**config.mk**
```make
export PLATFORM = sky130hd
export DESIGN_NAME = pes_top
export DESIGN_NICKNAME = d
export VERILOG_FILES = /design/src/pes_pkg.sv /design/src/pes_top.sv
export SDC_FILE = /design/constraint.sdc
export NUM_CORES = 1
export LEC_CHECK = 0
export ABC_AREA = 1
export BUFFER_PORTS_ARGS = -buffer_cell sky130_fd_sc_hd__buf_2
export CORE_UTILIZATION = 63
export DETAILED_ROUTE_END_ITERATION = 16
export PLACE_DENSITY = 0.86
export SYNTH_ARGS = -nofsm -noshare
export SYNTH_HDL_FRONTEND = slang
export SYNTH_SLANG_ARGS = --single-unit
export TNS_END_PERCENT = 10
```
**constraint.sdc**
```tcl
create_clock -name CLK -period 11.4 [get_ports CLK]
set_clock_uncertainty 0.1 [all_clocks]
set_input_delay 0.57 -clock CLK [delete_from_list [all_inputs] [get_ports CLK]]
set_output_delay 0.57 -clock CLK [all_outputs]
set_load 0.01 [all_outputs]
```
**src/pes_pkg.sv**
```systemverilog
// package: constants and types of the performance event select and decode block
`default_nettype none
package pes_pkg;
  localparam int ADDR_W = 5;
  localparam int N_CNT  = 2;
  // register map (byte addresses); counter i at OFF_CTL0 + i*OFF_STRIDE
  localparam int OFF_CTL0   = 'h00;
  localparam int OFF_CNT0   = 'h04;
  localparam int OFF_STRIDE = 'h08;
  localparam int OFF_STATUS = 'h10;
  // control word fields
  localparam int CTL_W        = 17;
  localparam int CTL_CODE_LSB = 0;
  localparam int CTL_QUAL_LSB = 8;
  localparam int CTL_EN_BIT   = 16;
  localparam logic [CTL_W-1:0] CTL_RST = 17'h00000;
  localparam logic [31:0]      CNT_RST = 32'h00000000;
  // status word fields
  localparam int ST_GRAN64_BIT  = 0;
  localparam int ST_PENALTY_BIT = 1;
  // event codes
  localparam logic [7:0] EV_NET_STALL   = 8'hd1;
  localparam logic [7:0] EV_STALL_FIRST = 8'hd2;
  localparam logic [7:0] EV_LS_FULL     = 8'hd8;
  localparam logic [7:0] EV_ALL_QUIET   = 8'hd9;
  localparam logic [7:0] EV_FAR_DRAIN   = 8'hda;
  localparam logic [7:0] EV_FPU         = 8'hdb;
  localparam logic [7:0] EV_BP_FIRST    = 8'hdc;
  localparam logic [7:0] EV_BP_LAST     = 8'hdf;
  localparam logic [7:0] EV_DRAM        = 8'he0;
  localparam logic [7:0] EV_PT_OVF      = 8'he1;
  localparam logic [7:0] EV_TURN        = 8'he3;
  localparam logic [7:0] EV_BYPASS      = 8'he4;
  localparam logic [7:0] EV_SIZED       = 8'he5;
  localparam logic [7:0] EV_THERM       = 8'he8;
  localparam logic [7:0] EV_FLOW        = 8'he9;
  // stall cause indices (code minus EV_STALL_FIRST)
  localparam int STALL_LS    = 6;
  localparam int STALL_QUIET = 7;
  localparam int STALL_FAR   = 8;
  // request-flow qualifier positions
  localparam int FLOW_TO_REM   = 4;
  localparam int FLOW_TO_LOC   = 5;
  localparam int FLOW_FROM_REM = 6;
  localparam int FLOW_FROM_LOC = 7;
  localparam logic [3:0] FLOW_MEM_TYPES = 4'ha;
  localparam int SIZED_LSB = 2;
  localparam int ECC_BIT   = 7;
  localparam logic [6:0] BP_PENALTY_CYC = 7'h78;

  typedef struct packed {
    logic [8:0] stall;
    logic [3:0] fpu;
    logic [3:0] bp_match;
    logic [3:0] bp_instr;
    logic [2:0] dram;
    logic       gran64;
    logic       pt_ovf;
    logic [2:0] turn;
    logic [3:0] bypass;
    logic [3:0] sized;
    logic       sized_cpu_wc;
    logic       sized_host;
    logic [3:0] therm;
    logic [1:0] ecc;
    logic       req_v;
    logic [3:0] req_type;
    logic       req_src_rem;
    logic       req_dst_rem;
  } pes_ev_s;
endpackage
`default_nettype wire

```
**src/pes_top.sv**
```systemverilog
// module: event select decode, counters, breakpoint penalty and register slave
// Contract
// D8h counts cycles load/store unit is full
// D9h counts cycles waiting for all quiet
// DAh counts far transfer or restart drain
// DBh counts selected floating-point assist classes
// DCh-DFh count debug compare matches, even disabled
// instruction breakpoint match costs 120 cycles; code charges it only when an enabled counter selects that DCh-DFh code
// E0h counts DRAM page hit, miss, conflict
// access means 64 or 32 byte block
// E1 counts open page table overflows
// E3 counts selected DRAM bus turnarounds
// E4h counts selected bypass counter saturations
// E5 counts 32/64 byte sized transfers only
// processor sized transfers come from flushes only
// E8h counts thermal clocks and ECC errors
// software selects type, source and target
// flow qualifier bits encode types and locations
// software uses only supported combined values
// ORed flow qualifiers count the union
// one count per request, reads and writes alike
// D1h counts net stall cycles once
// count only selected event with enabled qualifier
// cycles add one, occurrences summed per clock
//
// Implementation choices: the placing of the registers and the Avalon-MM interface to the registers.
`default_nettype none
module pes_top (
  input  wire logic                         CLK,
  input  wire logic                         NRST,
  input  wire logic [pes_pkg::ADDR_W-1:0]   AVS_ADDRESS,
  input  wire logic                         AVS_READ,
  input  wire logic                         AVS_WRITE,
  input  wire logic [31:0]                  AVS_WRITEDATA,
  output logic      [31:0]                  AVS_READDATA,
  output logic                              AVS_WAITREQUEST,
  input  wire pes_pkg::pes_ev_s             EV,
  output logic                              BP_PENALTY
);
  localparam int AW = pes_pkg::ADDR_W;
  localparam int NC = pes_pkg::N_CNT;

  logic                                 wait_reg;
  logic [31:0]                          rdata_reg;
  logic                                 wr_acc;
  logic [31:0]                          rd_next;
  logic [NC-1:0][pes_pkg::CTL_W-1:0]    ctl_w;
  logic [NC-1:0][31:0]                  cnt_w;
  logic [NC-1:0]                        bp_hit;
  logic [6:0]                           pen_cnt_reg;
  logic [6:0]                           pen_cnt_next;
  logic                                 pen_reg;
  logic                                 gran_reg;

  // per-clock increment for one counter
  function automatic logic [3:0] ev_count(input logic [7:0] c, input logic [7:0] q, input pes_pkg::pes_ev_s e);
    logic [7:0] m;
    logic [3:0] t;
    logic [3:0] n;
    m = '0;
    t = '0;
    n = '0;
    if (c >= pes_pkg::EV_STALL_FIRST && c <= pes_pkg::EV_FAR_DRAIN) begin
      m[0] = e.stall[4'(c - pes_pkg::EV_STALL_FIRST)];
    end else if (c >= pes_pkg::EV_BP_FIRST && c <= pes_pkg::EV_BP_LAST) begin
      // enable bits of the breakpoint control are not looked at
      m[0] = e.bp_match[2'(c - pes_pkg::EV_BP_FIRST)];
    end else begin
      case (c)
        pes_pkg::EV_NET_STALL: m[0] = |e.stall;
        pes_pkg::EV_FPU:       m = {4'h0, q[3:0] & e.fpu};
        pes_pkg::EV_DRAM:      m = {5'h00, q[2:0] & e.dram};
        pes_pkg::EV_PT_OVF:    m[0] = e.pt_ovf;
        pes_pkg::EV_TURN:      m = {5'h00, q[2:0] & e.turn};
        pes_pkg::EV_BYPASS:    m = {4'h0, q[3:0] & e.bypass};
        pes_pkg::EV_SIZED: begin
          // processor side only reports write-combining flushes
          if (e.sized_host || e.sized_cpu_wc) begin
            m = {2'h0, q[pes_pkg::SIZED_LSB+3:pes_pkg::SIZED_LSB] & e.sized, 2'h0};
          end
        end
        pes_pkg::EV_THERM: begin
          m[3:0] = q[3:0] & e.therm;
          m[5:4] = q[pes_pkg::ECC_BIT] ? e.ecc : 2'h0;
        end
        pes_pkg::EV_FLOW: begin
          // remote sources never reach memory or remote targets, so such paths drop out
          t = q[3:0] & e.req_type & (e.req_src_rem ? ~pes_pkg::FLOW_MEM_TYPES : 4'hf);
          m[0] = e.req_v && (|t)
                 && (e.req_dst_rem ? q[pes_pkg::FLOW_TO_REM] : q[pes_pkg::FLOW_TO_LOC])
                 && (e.req_src_rem ? (q[pes_pkg::FLOW_FROM_REM] && !e.req_dst_rem)
                                   : q[pes_pkg::FLOW_FROM_LOC]);
        end
        default: m = '0;
      endcase
    end
    for (int i = 0; i < 8; i++) begin
      n = n + {3'h0, m[i]};
    end
    return n;
  endfunction

  assign wr_acc          = AVS_WRITE && !wait_reg;
  assign AVS_WAITREQUEST = wait_reg;
  assign AVS_READDATA    = rdata_reg;
  assign BP_PENALTY      = pen_reg;

  // one wait cycle per access keeps read data a registered mux
  always_ff @(posedge CLK) begin
    if (!NRST) begin
      wait_reg <= 1'b1;
    end else begin
      wait_reg <= !((AVS_READ || AVS_WRITE) && wait_reg);
    end
  end

  always_comb begin
    rd_next = '0;
    for (int i = 0; i < NC; i++) begin
      if (AVS_ADDRESS == AW'(pes_pkg::OFF_CTL0 + i * pes_pkg::OFF_STRIDE)) begin
        rd_next = {15'h0000, ctl_w[i]};
      end
      if (AVS_ADDRESS == AW'(pes_pkg::OFF_CNT0 + i * pes_pkg::OFF_STRIDE)) begin
        rd_next = cnt_w[i];
      end
    end
    if (AVS_ADDRESS == AW'(pes_pkg::OFF_STATUS)) begin
      rd_next[pes_pkg::ST_GRAN64_BIT]  = gran_reg;
      rd_next[pes_pkg::ST_PENALTY_BIT] = pen_reg;
    end
  end

  always_ff @(posedge CLK) begin
    if (!NRST) begin
      rdata_reg <= 32'h00000000;
    end else if (AVS_READ && wait_reg) begin
      rdata_reg <= rd_next;
    end
  end

  always_ff @(posedge CLK) begin
    if (!NRST) begin
      gran_reg <= 1'b0;
    end else begin
      gran_reg <= EV.gran64;
    end
  end

  for (genvar g = 0; g < NC; g++) begin : g_cnt
    localparam logic [AW-1:0] A_CTL = AW'(pes_pkg::OFF_CTL0 + g * pes_pkg::OFF_STRIDE);
    localparam logic [AW-1:0] A_CNT = AW'(pes_pkg::OFF_CNT0 + g * pes_pkg::OFF_STRIDE);
    logic [pes_pkg::CTL_W-1:0] ctl_reg;
    logic [31:0]               cnt_reg;
    logic [7:0]                code;
    logic [7:0]                qual;
    logic [3:0]                inc;
    assign code     = ctl_reg[pes_pkg::CTL_CODE_LSB+7:pes_pkg::CTL_CODE_LSB];
    assign qual     = ctl_reg[pes_pkg::CTL_QUAL_LSB+7:pes_pkg::CTL_QUAL_LSB];
    assign inc      = ctl_reg[pes_pkg::CTL_EN_BIT] ? ev_count(code, qual, EV) : 4'h0;
    assign ctl_w[g] = ctl_reg;
    assign cnt_w[g] = cnt_reg;
    assign bp_hit[g] = ctl_reg[pes_pkg::CTL_EN_BIT] && code >= pes_pkg::EV_BP_FIRST
                       && code <= pes_pkg::EV_BP_LAST
                       && EV.bp_match[2'(code - pes_pkg::EV_BP_FIRST)]
                       && EV.bp_instr[2'(code - pes_pkg::EV_BP_FIRST)];
    always_ff @(posedge CLK) begin
      if (!NRST) begin
        ctl_reg <= pes_pkg::CTL_RST;
      end else if (wr_acc && AVS_ADDRESS == A_CTL) begin
        ctl_reg <= AVS_WRITEDATA[pes_pkg::CTL_W-1:0];
      end
    end
    // a software write wins over the increment of the same clock
    always_ff @(posedge CLK) begin
      if (!NRST) begin
        cnt_reg <= pes_pkg::CNT_RST;
      end else if (wr_acc && AVS_ADDRESS == A_CNT) begin
        cnt_reg <= AVS_WRITEDATA;
      end else begin
        cnt_reg <= cnt_reg + {28'h0000000, inc};
      end
    end
  end

  // load/store matches never load the penalty timer
  always_comb begin
    if (|bp_hit) begin
      pen_cnt_next = pes_pkg::BP_PENALTY_CYC;
    end else if (pen_cnt_reg != 7'h00) begin
      pen_cnt_next = pen_cnt_reg - 7'h01;
    end else begin
      pen_cnt_next = 7'h00;
    end
  end

  always_ff @(posedge CLK) begin
    if (!NRST) begin
      pen_cnt_reg <= 7'h00;
      pen_reg     <= 1'b0;
    end else begin
      pen_cnt_reg <= pen_cnt_next;
      pen_reg     <= (pen_cnt_next != 7'h00);
    end
  end

  // checks on counter 0, the breakpoint penalty and the bus wait cycle
  logic        c0_en;
  logic        c0_hold;
  logic [7:0]  c0_code;
  logic [7:0]  c0_q;
  logic [31:0] c0_cnt;
  assign c0_en   = g_cnt[0].ctl_reg[pes_pkg::CTL_EN_BIT];
  assign c0_code = g_cnt[0].code;
  assign c0_q    = g_cnt[0].qual;
  assign c0_cnt  = g_cnt[0].cnt_reg;
  assign c0_hold = !(wr_acc && AVS_ADDRESS == AW'(pes_pkg::OFF_CNT0));
endmodule
`default_nettype wire

```
==> out/results.ini, run 1 <==
[setup_path]
cp-end-kind=flip-flop
criticalPathCategory=flip-flop to flip-flop
setup.worst_path.start=g_cnt[0].ctl_reg[0]$_SDFFE_PN0P_
cp_cell_sequence=inv_1 -> nor2_1 -> nand3_1 -> o41ai_1 -> fa_1 -> inv_1 -> fa_1 -> inv_1 -> ha_1 -> fa_1 -> nand2_1 -> fa_1 -> inv_1 -> nand2_1 -> a21oi_4 -> nand2_1 -> nor2_1 -> nand2_1 -> nand2_1 -> nand3_1 -> nand3_1 -> inv_1
cp_slowest_cell=sky130_fd_sc_hd__dfxtp_1
kind_of_cell_adding_the_most_delay_to_the_critical_path=adder cells
critical_path_peak_fanout=11
worst-endpoint-arrival_ns=5.79
r2r-start=g_cnt[0].ctl_reg[0]$_SDFFE_PN0P_
critical_path_buf_inv_count=5
cp_data_required_time_ns=11.64
cp-start-kind=flip-flop
cpPeakStageDelay_ns=0.64

[drt]
drtIter0Drc=1491
drc=0
drt.antenna.violating_nets=0
vias=10600
routed_wire_length_per_instance_um=18.7
avgViaCountPerCell=6.04
route.final.wire_length_um=32700
drt_pass1_iterations=7

[synthesis]
synth.net_count=1575
seq_area_frac_synth=0.301
synth.ff_latch_count=140
asyncSetResetFlopFracSynth=0
netlist_instances=1459
netlist_area_um2=9320
ys_dominant_reg_cell=sky130_fd_sc_hd__dfxtp_1
post_synth_num_cell_types=53
synthesis.yosys.warnings=0
synth_edf_count=0
synthesized_area_per_cell_um2=6.39

[clock_network]
insertion_delay_to_the_later_sink_of_the_worst_skew_pair_ns=0.44
clockBufferDepth=2
tritoncts=done
postCtsSetupBuffers=0
post_cts_hold_buffer_count=0
cts_max_level=4
clockRootBuffer=sky130_fd_sc_hd__clkbuf_16
clk_transition_reported_paths_ns=0.07
ctsResizeCount=0
cts-buffers-inserted=17
cts.sinks=140

[sta]
layout_worst_path_cycle_share=0.487
finalCriticalPeriod_ns=5.55
setup_repair_after_global_routing_missed_its_margin=no
final-setup-viol-count=0
relSlewSlack=0.350
timing.setup.tns_ns=0
timing_worst_slew_pin_value_ns=0.974
timing.fmax_mhz=180
finalHoldViolations=0
slew_viols_final=0

[layout]
max_ffs_per_register=34
post_route_cells_drive_above_1_share=0.132
layout-area-overhead-vs-synth_pct=13.1
finish.instance_area_um2=10500
layout.nets=1667
n_antenna_cell=0
utilization=0.728

[place]
last_weighted_congestion_value_of_the_routability_driven_placer=1.03
portBuffers=126
detailed_place.area_um2=9930
place_hpwl_um=24700

[die]
fp.dieW_um=124
die_h_um=124
core_region_area_um2=14500
io-pin-count=127
rows=44
start_util=0.643
die_outline_area_um2=15300

[hold_path]
hold_start=EV[27]
hold_class=input port to flip-flop

[run_status]
run_status=finished, final reports clean

[global_routing]
global_route_wire_length_before_repair_um=49600
globalRouteOverflowTotal=0
grt_start_max_net_pins=73
first_global_vias=9495
groute.usage.overall=0.434
grt_antenna_before_repair=0

[pwr]
power_leakage_nw=4.90
powerDensity_nw_per_um2=120
vdd.ir_drop.worst_v=0.000105

[job]
max_cap_violations=0

## through the flow
step,hold slack [ns],setup WS [ns],power [mW],instances
3_5_place_dp,0.343,6.06,0.692,1716
2_1_floorplan,0.358,6.90,0.630,1459
4_1_cts,0.237,6.01,1.26,1748
5_1_grt,0.245,5.60,1.30,1748
3_3_place_gp,0.334,6.15,0.688,1716
6_report,0.232,5.85,1.26,1748
## worst min-delay path, delay by kind of cell
kind	cells	cell delay, ns
buffers and inverters	2	0.13
and+or+nand+nor	1	0.04
## layout by cell type (no fill, tap or decap), types with 10 or more instances in the layout
cell type                   instances
sky130_fd_sc_hd__o21ai_0          104
sky130_fd_sc_hd__xor2_1            12
sky130_fd_sc_hd__o211ai_1          37
sky130_fd_sc_hd__inv_2             11
sky130_fd_sc_hd__or2_0             10
sky130_fd_sc_hd__a31oi_1           13
sky130_fd_sc_hd__nor2_1           141
sky130_fd_sc_hd__nand4_1           34
sky130_fd_sc_hd__o221ai_1          16
sky130_fd_sc_hd__o21bai_1          10
sky130_fd_sc_hd__nand3_1          145
sky130_fd_sc_hd__clkbuf_16         17
sky130_fd_sc_hd__ha_1              15
sky130_fd_sc_hd__nor3_1            26
sky130_fd_sc_hd__o22ai_1           12
sky130_fd_sc_hd__nand2_1          310
sky130_fd_sc_hd__o21ai_1           12
sky130_fd_sc_hd__buf_2            125
sky130_fd_sc_hd__dfxtp_1          140
sky130_fd_sc_hd__inv_1            224
sky130_fd_sc_hd__a21oi_1           62
## routing by layer
metal	GRT usage	routed length, um	vias up
met5	0	0	-
met4	0.316	2360	0
met3	0.0879	3110	157
met2	0.698	14800	715
met1	0.514	12300	4701
li1	-	-	4991
## synthesized netlist by cell type, drive strengths merged, types with 7 or more instances
cell type,count,area [um^2]
a21oi,63,327
a31oi,13,81.3
buf,29,163
clkbuf,25,93.8
dfxtp,140,2800
fa,8,160
ha,15,188
inv,235,882
nand2,315,1190
nand3,146,743
nand4,36,238
nor2,156,658
nor3,32,190
o211ai,39,303
o21ai,118,606
o21bai,10,75.1
o221ai,16,140
o22ai,12,75.1
or2,12,75.1
xnor2,7,61.3
xor2,12,105
## worst paths after layout
path         slack (ns)                    endpoint  depth (start not counted)
min                0.23         gran_reg$_SDFF_PN0_                          3
max                5.85       c0_cnt[30]$_SDFF_PN0_                         22
max reg2reg        5.85       c0_cnt[30]$_SDFF_PN0_                         22
min reg2reg        0.36  AVS_WAITREQUEST$_SDFF_PN1_                          1
## area by class of cell
| cell class | instances | area, um^2 |
|---|---|---|
| multi-input cells | 1028 | 5370 |
| fillers | 1274 | 3940 |
| flip-flops and latches | 140 | 2800 |
| inverters | 237 | 890 |
| repair buffers | 127 | 641 |
| clock buffers | 17 | 425 |
| well taps | 184 | 230 |
| clock inverters | 15 | 180 |
## kinds of logic (layout without fill, tap and decap cells)
logic type               Yosys count  count (layout)  share of synthesized area
AO/OA/AOI/OAI                    283             283                      0.183
XOR/XNOR                          19              19                     0.0179
adder cells (fa/ha/maj)           23              23                     0.0373
buffers and inverters            291             396                      0.123
flip-flops                       140             140                      0.301
AND/OR/NAND/NOR                  703             703                      0.338
## power by group
group          total (mW)  switching (mW)  internal, mW
Sequential          0.522          0.0135         0.509
Clock               0.575           0.244         0.331
Combinational       0.165           0.106        0.0596
Total                1.26           0.363         0.899
(Power assumes the default switching activity.)
==> run 2, diff against run 1 <==
- CORE_UTILIZATION: 63 -> 59
- PLACE_DENSITY: 0.86 -> 0.82
- clock period: 11.4 -> 5.4 ns (I/O delays scaled with it)
==> run 2 against run 1 <==
Compared with the run above:
- hold slack got worse by 0.21 ns
- non-clock buffer count is 6 higher
- cell area increased by 0.55%
- utilization is 3.6 points lower
- combinational power increased by 110%
- via count decreased by 1.3%
- first-iteration DRC count decreased by 32%
- sequential cell count did not move
- sequential power grew 110%
- largest power group unchanged
- fmax rose by 11%
- register-to-register slack lost 5.4 ns
==> out/results.ini, run 2 (same netlist as run 1, synthesis figures left out) <==
[run_status]
run_status=finished, final reports clean  ; unchanged

[setup_path]
worst-endpoint-arrival_ns=5.22  ; was 5.79 ns
critical_path_buf_inv_count=5  ; unchanged
cpPeakStageDelay_ns=0.57  ; was 0.64 ns
cp_data_required_time_ns=5.63  ; was 11.64 ns
cp-end-kind=flip-flop  ; unchanged
most_common_cell_on_crit_path=sky130_fd_sc_hd__nand2_1
kind_of_cell_adding_the_most_delay_to_the_critical_path=adder cells  ; unchanged
critical_path_peak_fanout=7  ; was 11
cp-start-kind=flip-flop  ; unchanged
reg2reg_slack_ns=0.41  ; was 5.85 ns
criticalPathCategory=flip-flop to flip-flop  ; unchanged
cp_slowest_cell=sky130_fd_sc_hd__fa_1  ; was sky130_fd_sc_hd__dfxtp_1

[pwr]
seq_power_share=0.423  ; was 0.414
power_leakage_nw=4.92  ; was 4.90 nW
powerDensity_nw_per_um2=246  ; was 120 nW/um^2
p_total_mw=2.60  ; was 1.26 mW
share_comb_of_total_power=0.133  ; was 0.131
power.switching_fraction=0.285  ; was 0.288
power.share.clock=0.444  ; was 0.455
internal_power_mw=1.86  ; was 899 uW
vdd.ir_drop.worst_v=0.000253  ; was 0.000105 V
p_sw_uw=742  ; was 363 uW

[sta]
layout_worst_path_cycle_share=0.924  ; was 0.487
final-setup-viol-count=0  ; unchanged
timing.setup.tns_ns=0  ; unchanged
finalHoldViolations=0  ; unchanged
timing.fmax_mhz=200  ; was 180 MHz
finalCriticalPeriod_ns=4.99  ; was 5.55 ns
setup_repair_after_global_routing_missed_its_margin=no  ; unchanged
relSlewSlack=0.349  ; was 0.350
slew_viols_final=0  ; unchanged
timing_worst_slew_pin_value_ns=0.975  ; was 0.974 ns

[clock_network]
tritoncts=done  ; unchanged
postCtsSetupBuffers=0  ; unchanged
insertion_delay_to_the_later_sink_of_the_worst_skew_pair_ns=0.43  ; was 0.44 ns
ctsResizeCount=0  ; unchanged
cts_max_level=4  ; unchanged
clk_transition_reported_paths_ns=0.06  ; was 0.07 ns
post_cts_hold_buffer_count=3  ; was 0
clockRootBuffer=sky130_fd_sc_hd__clkbuf_16  ; unchanged
cts-buffers-inserted=17  ; unchanged
clockBufferDepth=2  ; unchanged
cts.sinks=140  ; unchanged

[place]
placed_cells_incl_taps=1746  ; was 1716
last_weighted_congestion_value_of_the_routability_driven_placer=1.10  ; was 1.03
portBuffers=126  ; unchanged
place_hpwl_um=23500  ; was 24700 um

[layout]
layout.nets=1673  ; was 1667
n_antenna_cell=0  ; unchanged
max_ffs_per_register=34  ; unchanged
layout-area-overhead-vs-synth_pct=13.7  ; was 13.1%
final_cell_mix=sky130_fd_sc_hd__nand2_1 (310), sky130_fd_sc_hd__inv_1 (224), sky130_fd_sc_hd__nand3_1 (145), sky130_fd_sc_hd__nor2_1 (141), sky130_fd_sc_hd__dfxtp_1 (140)  ; unchanged
finalNonFillerCells=1781  ; was 1748
post_route_cells_drive_above_1_share=0.132  ; about the same
fillCellCount=1402  ; was 1274
layout.cells.most_common=sky130_fd_sc_hd__nand2_1  ; unchanged

[die]
fp.dieW_um=128  ; was 124 um
die_h_um=128  ; was 124 um
die_outline_area_um2=16300  ; was 15300 um^2
io-pin-count=127  ; unchanged
rows=45  ; was 44
core_region_area_um2=15300  ; was 14500 um^2
start_util=0.608  ; was 0.643

[drt]
drtIter0Drc=1019  ; was 1491
routed_wire_length_per_instance_um=17.5  ; was 18.7 um
avgViaCountPerCell=5.85  ; was 6.04
route.final.wire_length_um=31200  ; was 32700 um
drt_pass1_iterations=8  ; was 7
drc=0  ; unchanged
drt.antenna.violating_nets=0  ; unchanged
vias=10400  ; was 10600

[global_routing]
grt_antenna_before_repair=0  ; unchanged
grt_start_max_net_pins=87  ; was 73
groute.usage.overall=0.388  ; was 0.434
global_route_wire_length_before_repair_um=48400  ; was 49600 um
globalRouteOverflowTotal=0  ; unchanged
first_global_vias=9401  ; was 9495

[hold_path]
hold_class=input port to flip-flop  ; unchanged

[job]
max_cap_violations=0  ; unchanged

## run 2: per-stage QoR
step / setup WS (ns) / area, um^2 / utilization / hold slack [ns]
2_1_floorplan: 0.995 / 9320 / - / 0.268
3_3_place_gp: 0.623 / 9990 / 0.652 / 0.335
3_5_place_dp: 0.490 / 9990 / 0.652 / 0.344
4_1_cts: 0.458 / 10600 / 0.692 / 0.0261
5_1_grt: 0.0198 / 10600 / 0.692 / 0.0226
6_report: 0.412 / 10600 / 0.692 / 0.0247
## run 2: path summary, 6_finish.rpt
check,startpoint,endpoint,depth (start not counted)
worst max-delay path,g_cnt[0].ctl_reg[2]$_SDFFE_PN0P_,c0_cnt[30]$_SDFF_PN0_,25
worst min-delay path,AVS_WRITEDATA[27],c0_cnt[27]$_SDFF_PN0_,3
worst max register to register,g_cnt[0].ctl_reg[2]$_SDFFE_PN0P_,c0_cnt[30]$_SDFF_PN0_,25
worst min register to register,AVS_READDATA[27]$_SDFFE_PN0P_,AVS_READDATA[27]$_SDFFE_PN0P_,2
## run 2: worst reg2reg max path: cells and delay by family (launching register included)
kind	cells	cell delay, ns
compound gates	2	0.31
fa+ha+maj	5	2.23
simple gates	13	1.44
buf+inv	5	0.40
flops	1	0.42
## run 2: cell type report
type / count / area [um^2] / area share
timing repair buffer: 133 / 693 / 0.0654
clock inverter: 13 / 134 / 0.0126
multi-input combinational: 1028 / 5370 / 0.507
clock buffer: 19 / 443 / 0.0418
tap: 211 / 264 / 0.0249
sequential: 140 / 2800 / 0.265
inverter: 237 / 890 / 0.0840
## run 2: power groups by stage
stage | clock (mW) | combinational, mW | sequential, mW
floorplan | 0 | 0.202 | 1.13
finish | 1.16 | 0.345 | 1.10
global route | 1.21 | 0.385 | 1.10
global placement | 0 | 0.333 | 1.12
CTS | 1.15 | 0.339 | 1.10
detailed placement | 0 | 0.335 | 1.12
## run 2: per-layer routing
metal	GRT usage	vias up	wire length, um
li1	-	5003	-
met1	0.476	4685	12100
met2	0.615	587	13800
met3	0.0697	148	2930
met4	0.280	0	2420
met5	0	-	0
==> run 3, diff against run 2 <==
- CAP_MARGIN: unset -> 10
- PLACE_DENSITY: 0.82 -> 0.91
- RECOVER_POWER: unset -> 25
==> run 3 against run 2 <==
Compared with the run above:
- wire length is 2.7% higher
- clock power shrank 6%
- register-to-register slack got worse by 0.04 ns
- non-clock buffer count decreased by 3
- sequential share of layout area increased by 0.30 points
- utilization decreased by 0.74 points
- sequential power about the same
- worst setup slack lost 0.044 ns
- total power decreased by 2.2%
- hold slack got worse by 0.015 ns
- cell count shrank 0.17%
- critical path type unchanged
- largest power group is now sequential cells
- highest routed layer unchanged
==> out/results.ini, run 3 (same netlist as run 1, synthesis figures left out) <==
[run_status]
run_status=finished, final reports clean  ; unchanged

[die]
core_region_area_um2=15300  ; unchanged
die_h_um=128  ; unchanged
fp.dieW_um=128  ; unchanged
rows=45  ; unchanged
die_outline_area_um2=16300  ; unchanged
start_util=0.608  ; unchanged
io-pin-count=127  ; unchanged

[setup_path]
cp_cell_sequence=inv_1 -> nand2_1 -> nor2_1 -> nand2_1 -> o21ai_0 -> nor2_1 -> nand3_1 -> fa_1 -> inv_1 -> fa_1 -> inv_1 -> ha_1 -> fa_1 -> nand2_1 -> fa_1 -> o21ai_4 -> nand2_2 -> nor2_4 -> nand3_1 -> nand2_1 -> nand3_1 -> o211ai_1 -> inv_1
ff2ff_path_depth=23  ; was 25
cpPeakStageDelay_ns=0.57  ; about the same
cp_slowest_cell=sky130_fd_sc_hd__dfxtp_1  ; was sky130_fd_sc_hd__fa_1
worst-endpoint-arrival_ns=5.26  ; was 5.22 ns
r2r-start=g_cnt[1].ctl_reg[1]$_SDFFE_PN0P_  ; was g_cnt[0].ctl_reg[2]$_SDFFE_PN0P_
reg2reg_slack_ns=0.37  ; was 0.41 ns
cp_data_required_time_ns=5.63  ; about the same
criticalPathCategory=flip-flop to flip-flop  ; unchanged
cp-end-kind=flip-flop  ; unchanged
r2r-end=g_cnt[1].cnt_reg[18]$_SDFF_PN0_  ; was c0_cnt[30]$_SDFF_PN0_
critical_path_peak_fanout=12  ; was 7
setup.worst_path.start=g_cnt[1].ctl_reg[1]$_SDFFE_PN0P_  ; was g_cnt[0].ctl_reg[2]$_SDFFE_PN0P_
cp-start-kind=flip-flop  ; unchanged

[clock_network]
insertion_delay_to_the_later_sink_of_the_worst_skew_pair_ns=0.44  ; was 0.43 ns
cts.sinks=140  ; unchanged
tritoncts=done  ; unchanged
clockRootBuffer=sky130_fd_sc_hd__clkbuf_16  ; unchanged
cts_max_level=4  ; unchanged
cts-buffers-inserted=17  ; unchanged
postCtsSetupBuffers=0  ; unchanged
clk_transition_reported_paths_ns=0.06  ; about the same
clockBufferDepth=2  ; unchanged

[sta]
final-setup-viol-count=0  ; unchanged
finalHoldWorstSlack_ns=0.00954  ; was 0.0247 ns
timing.fmax_mhz=199  ; was 200 MHz
setup_slack_ns=0.368  ; was 0.412 ns
finalCriticalPeriod_ns=5.03  ; was 4.99 ns
slew_viols_final=0  ; unchanged
finalHoldViolations=0  ; unchanged
timing_worst_slew_pin_value_ns=1.06  ; was 0.975 ns
timing.setup.tns_ns=0  ; unchanged
setup_repair_after_global_routing_missed_its_margin=no  ; unchanged
layout_worst_path_cycle_share=0.932  ; was 0.924
relSlewSlack=0.291  ; was 0.349

[layout]
max_ffs_per_register=34  ; unchanged
n_antenna_cell=0  ; unchanged
post_route_cells_drive_above_1_share=0.108  ; was 0.132
layout-area-overhead-vs-synth_pct=12.5  ; was 13.7%
ff_latch_area_um2=2800  ; about the same
utilization=0.684  ; was 0.692
finalNonFillerCells=1778  ; was 1781
multi_input_area_um2=5350  ; was 5370 um^2
fillCellCount=1396  ; was 1402
final_cell_mix=sky130_fd_sc_hd__nand2_1 (310), sky130_fd_sc_hd__inv_1 (225), sky130_fd_sc_hd__nand3_1 (145), sky130_fd_sc_hd__nor2_1 (142), sky130_fd_sc_hd__dfxtp_1 (139)  ; was sky130_fd_sc_hd__nand2_1 (310), sky130_fd_sc_hd__inv_1 (224), sky130_fd_sc_hd__nand3_1 (145), sky130_fd_sc_hd__nor2_1 (141), sky130_fd_sc_hd__dfxtp_1 (140)
layout.cells.most_common=sky130_fd_sc_hd__nand2_1  ; unchanged
layout.nets=1670  ; was 1673

[hold_path]
min_delay_path_depth=3  ; unchanged
hold_start=AVS_WRITEDATA[22]  ; was AVS_WRITEDATA[27]
hold_end=g_cnt[1].cnt_reg[22]$_SDFF_PN0_  ; was c0_cnt[27]$_SDFF_PN0_
hold_class=input port to flip-flop  ; unchanged

[place]
placed_cells_incl_taps=1743  ; was 1746
last_weighted_congestion_value_of_the_routability_driven_placer=1.02  ; was 1.10
dpl_worst_slack_ns=0.353  ; was 0.490 ns
place_hpwl_um=24100  ; was 23500 um
portBuffers=126  ; unchanged

[drt]
avgViaCountPerCell=5.96  ; was 5.85
drt.antenna.violating_nets=0  ; unchanged
drtIter0Drc=1232  ; was 1019
route.final.wire_length_um=32000  ; was 31200 um
routed_wire_length_per_instance_um=18.0  ; was 17.5 um
drt_pass1_iterations=6  ; was 8
drc=0  ; unchanged
vias=10600  ; was 10400

[job]
max_cap_violations=0  ; unchanged

[global_routing]
grt_antenna_before_repair=0  ; unchanged
global_route_wire_length_before_repair_um=49600  ; was 48400 um
groute.usage.overall=0.397  ; was 0.388
globalRouteOverflowTotal=0  ; unchanged
grt_start_max_net_pins=116  ; was 87
first_global_vias=9670  ; was 9401

[pwr]
vdd.ir_drop.worst_v=0.000257  ; was 0.000253 V
powerDensity_nw_per_um2=243  ; was 246 nW/um^2
power_leakage_nw=4.75  ; was 4.92 nW

## run 3: per-layer routing
layer | wire length, um | track usage | vias to the layer above
met2 | 14500 | 0.635 | 666
met1 | 12100 | 0.476 | 4778
met5 | 0 | 0 | -
li1 | - | - | 4998
met3 | 3140 | 0.0839 | 149
met4 | 2290 | 0.287 | 0
## run 3: final cells by class
cell class | instances | share of cell area
Multi-Input combinational cell | 1028 | 0.511
Tap cell | 211 | 0.0252
Clock buffer | 18 | 0.0409
Clock inverter | 14 | 0.0107
Sequential cell | 140 | 0.268
Inverter | 237 | 0.0849
Timing Repair Buffer | 130 | 0.0599
## run 3: worst max-delay path: cells and delay by family, from the launching register on
kind	cells	cell delay [ns]
AO/OA/AOI/OAI	3	0.53
adder cells (fa/ha/maj)	5	2.22
buffers and inverters	4	0.36
flip-flops	1	0.57
AND/OR/NAND/NOR	11	1.16
## run 3: what timing repair did
item | CTS | global route
setup endpoints to repair | 0 | 15
resized for setup | 0 | 2
hold buffers | 3 | 0
hold endpoints to repair | 2 | 0
## run 3: metrics by stage
stage | area, um^2 | power, mW
after global routing | 10500 | 2.62
after detailed placement | 9960 | 1.46
after global placement | 9960 | 1.46
after CTS | 10500 | 2.53
final | 10500 | 2.54
after floorplan | 9320 | 1.33
## run 3: report_power, final
part | total (mW) | leakage (nW) | switching (mW) | internal [mW]
combinational | 0.346 | 3.35 | 0.225 | 0.121
clock | 1.09 | 0.262 | 0.500 | 0.594
sequential | 1.10 | 1.14 | 0.0284 | 1.07
total | 2.54 | 4.75 | 0.754 | 1.79
## run 3: worst max path at each step
stage	end	slack, ns	depth (start not counted)
2_1_floorplan	c0_cnt[30]$_SDFF_PN0_	1.0	25
3_3_place_gp	c0_cnt[30]$_SDFF_PN0_	0.49	22
3_5_place_dp	c0_cnt[30]$_SDFF_PN0_	0.35	22
4_1_cts	c0_cnt[30]$_SDFF_PN0_	0.31	22
5_1_grt	g_cnt[1].cnt_reg[26]$_SDFF_PN0_	0.07	23
6_report	g_cnt[1].cnt_reg[18]$_SDFF_PN0_	0.37	23
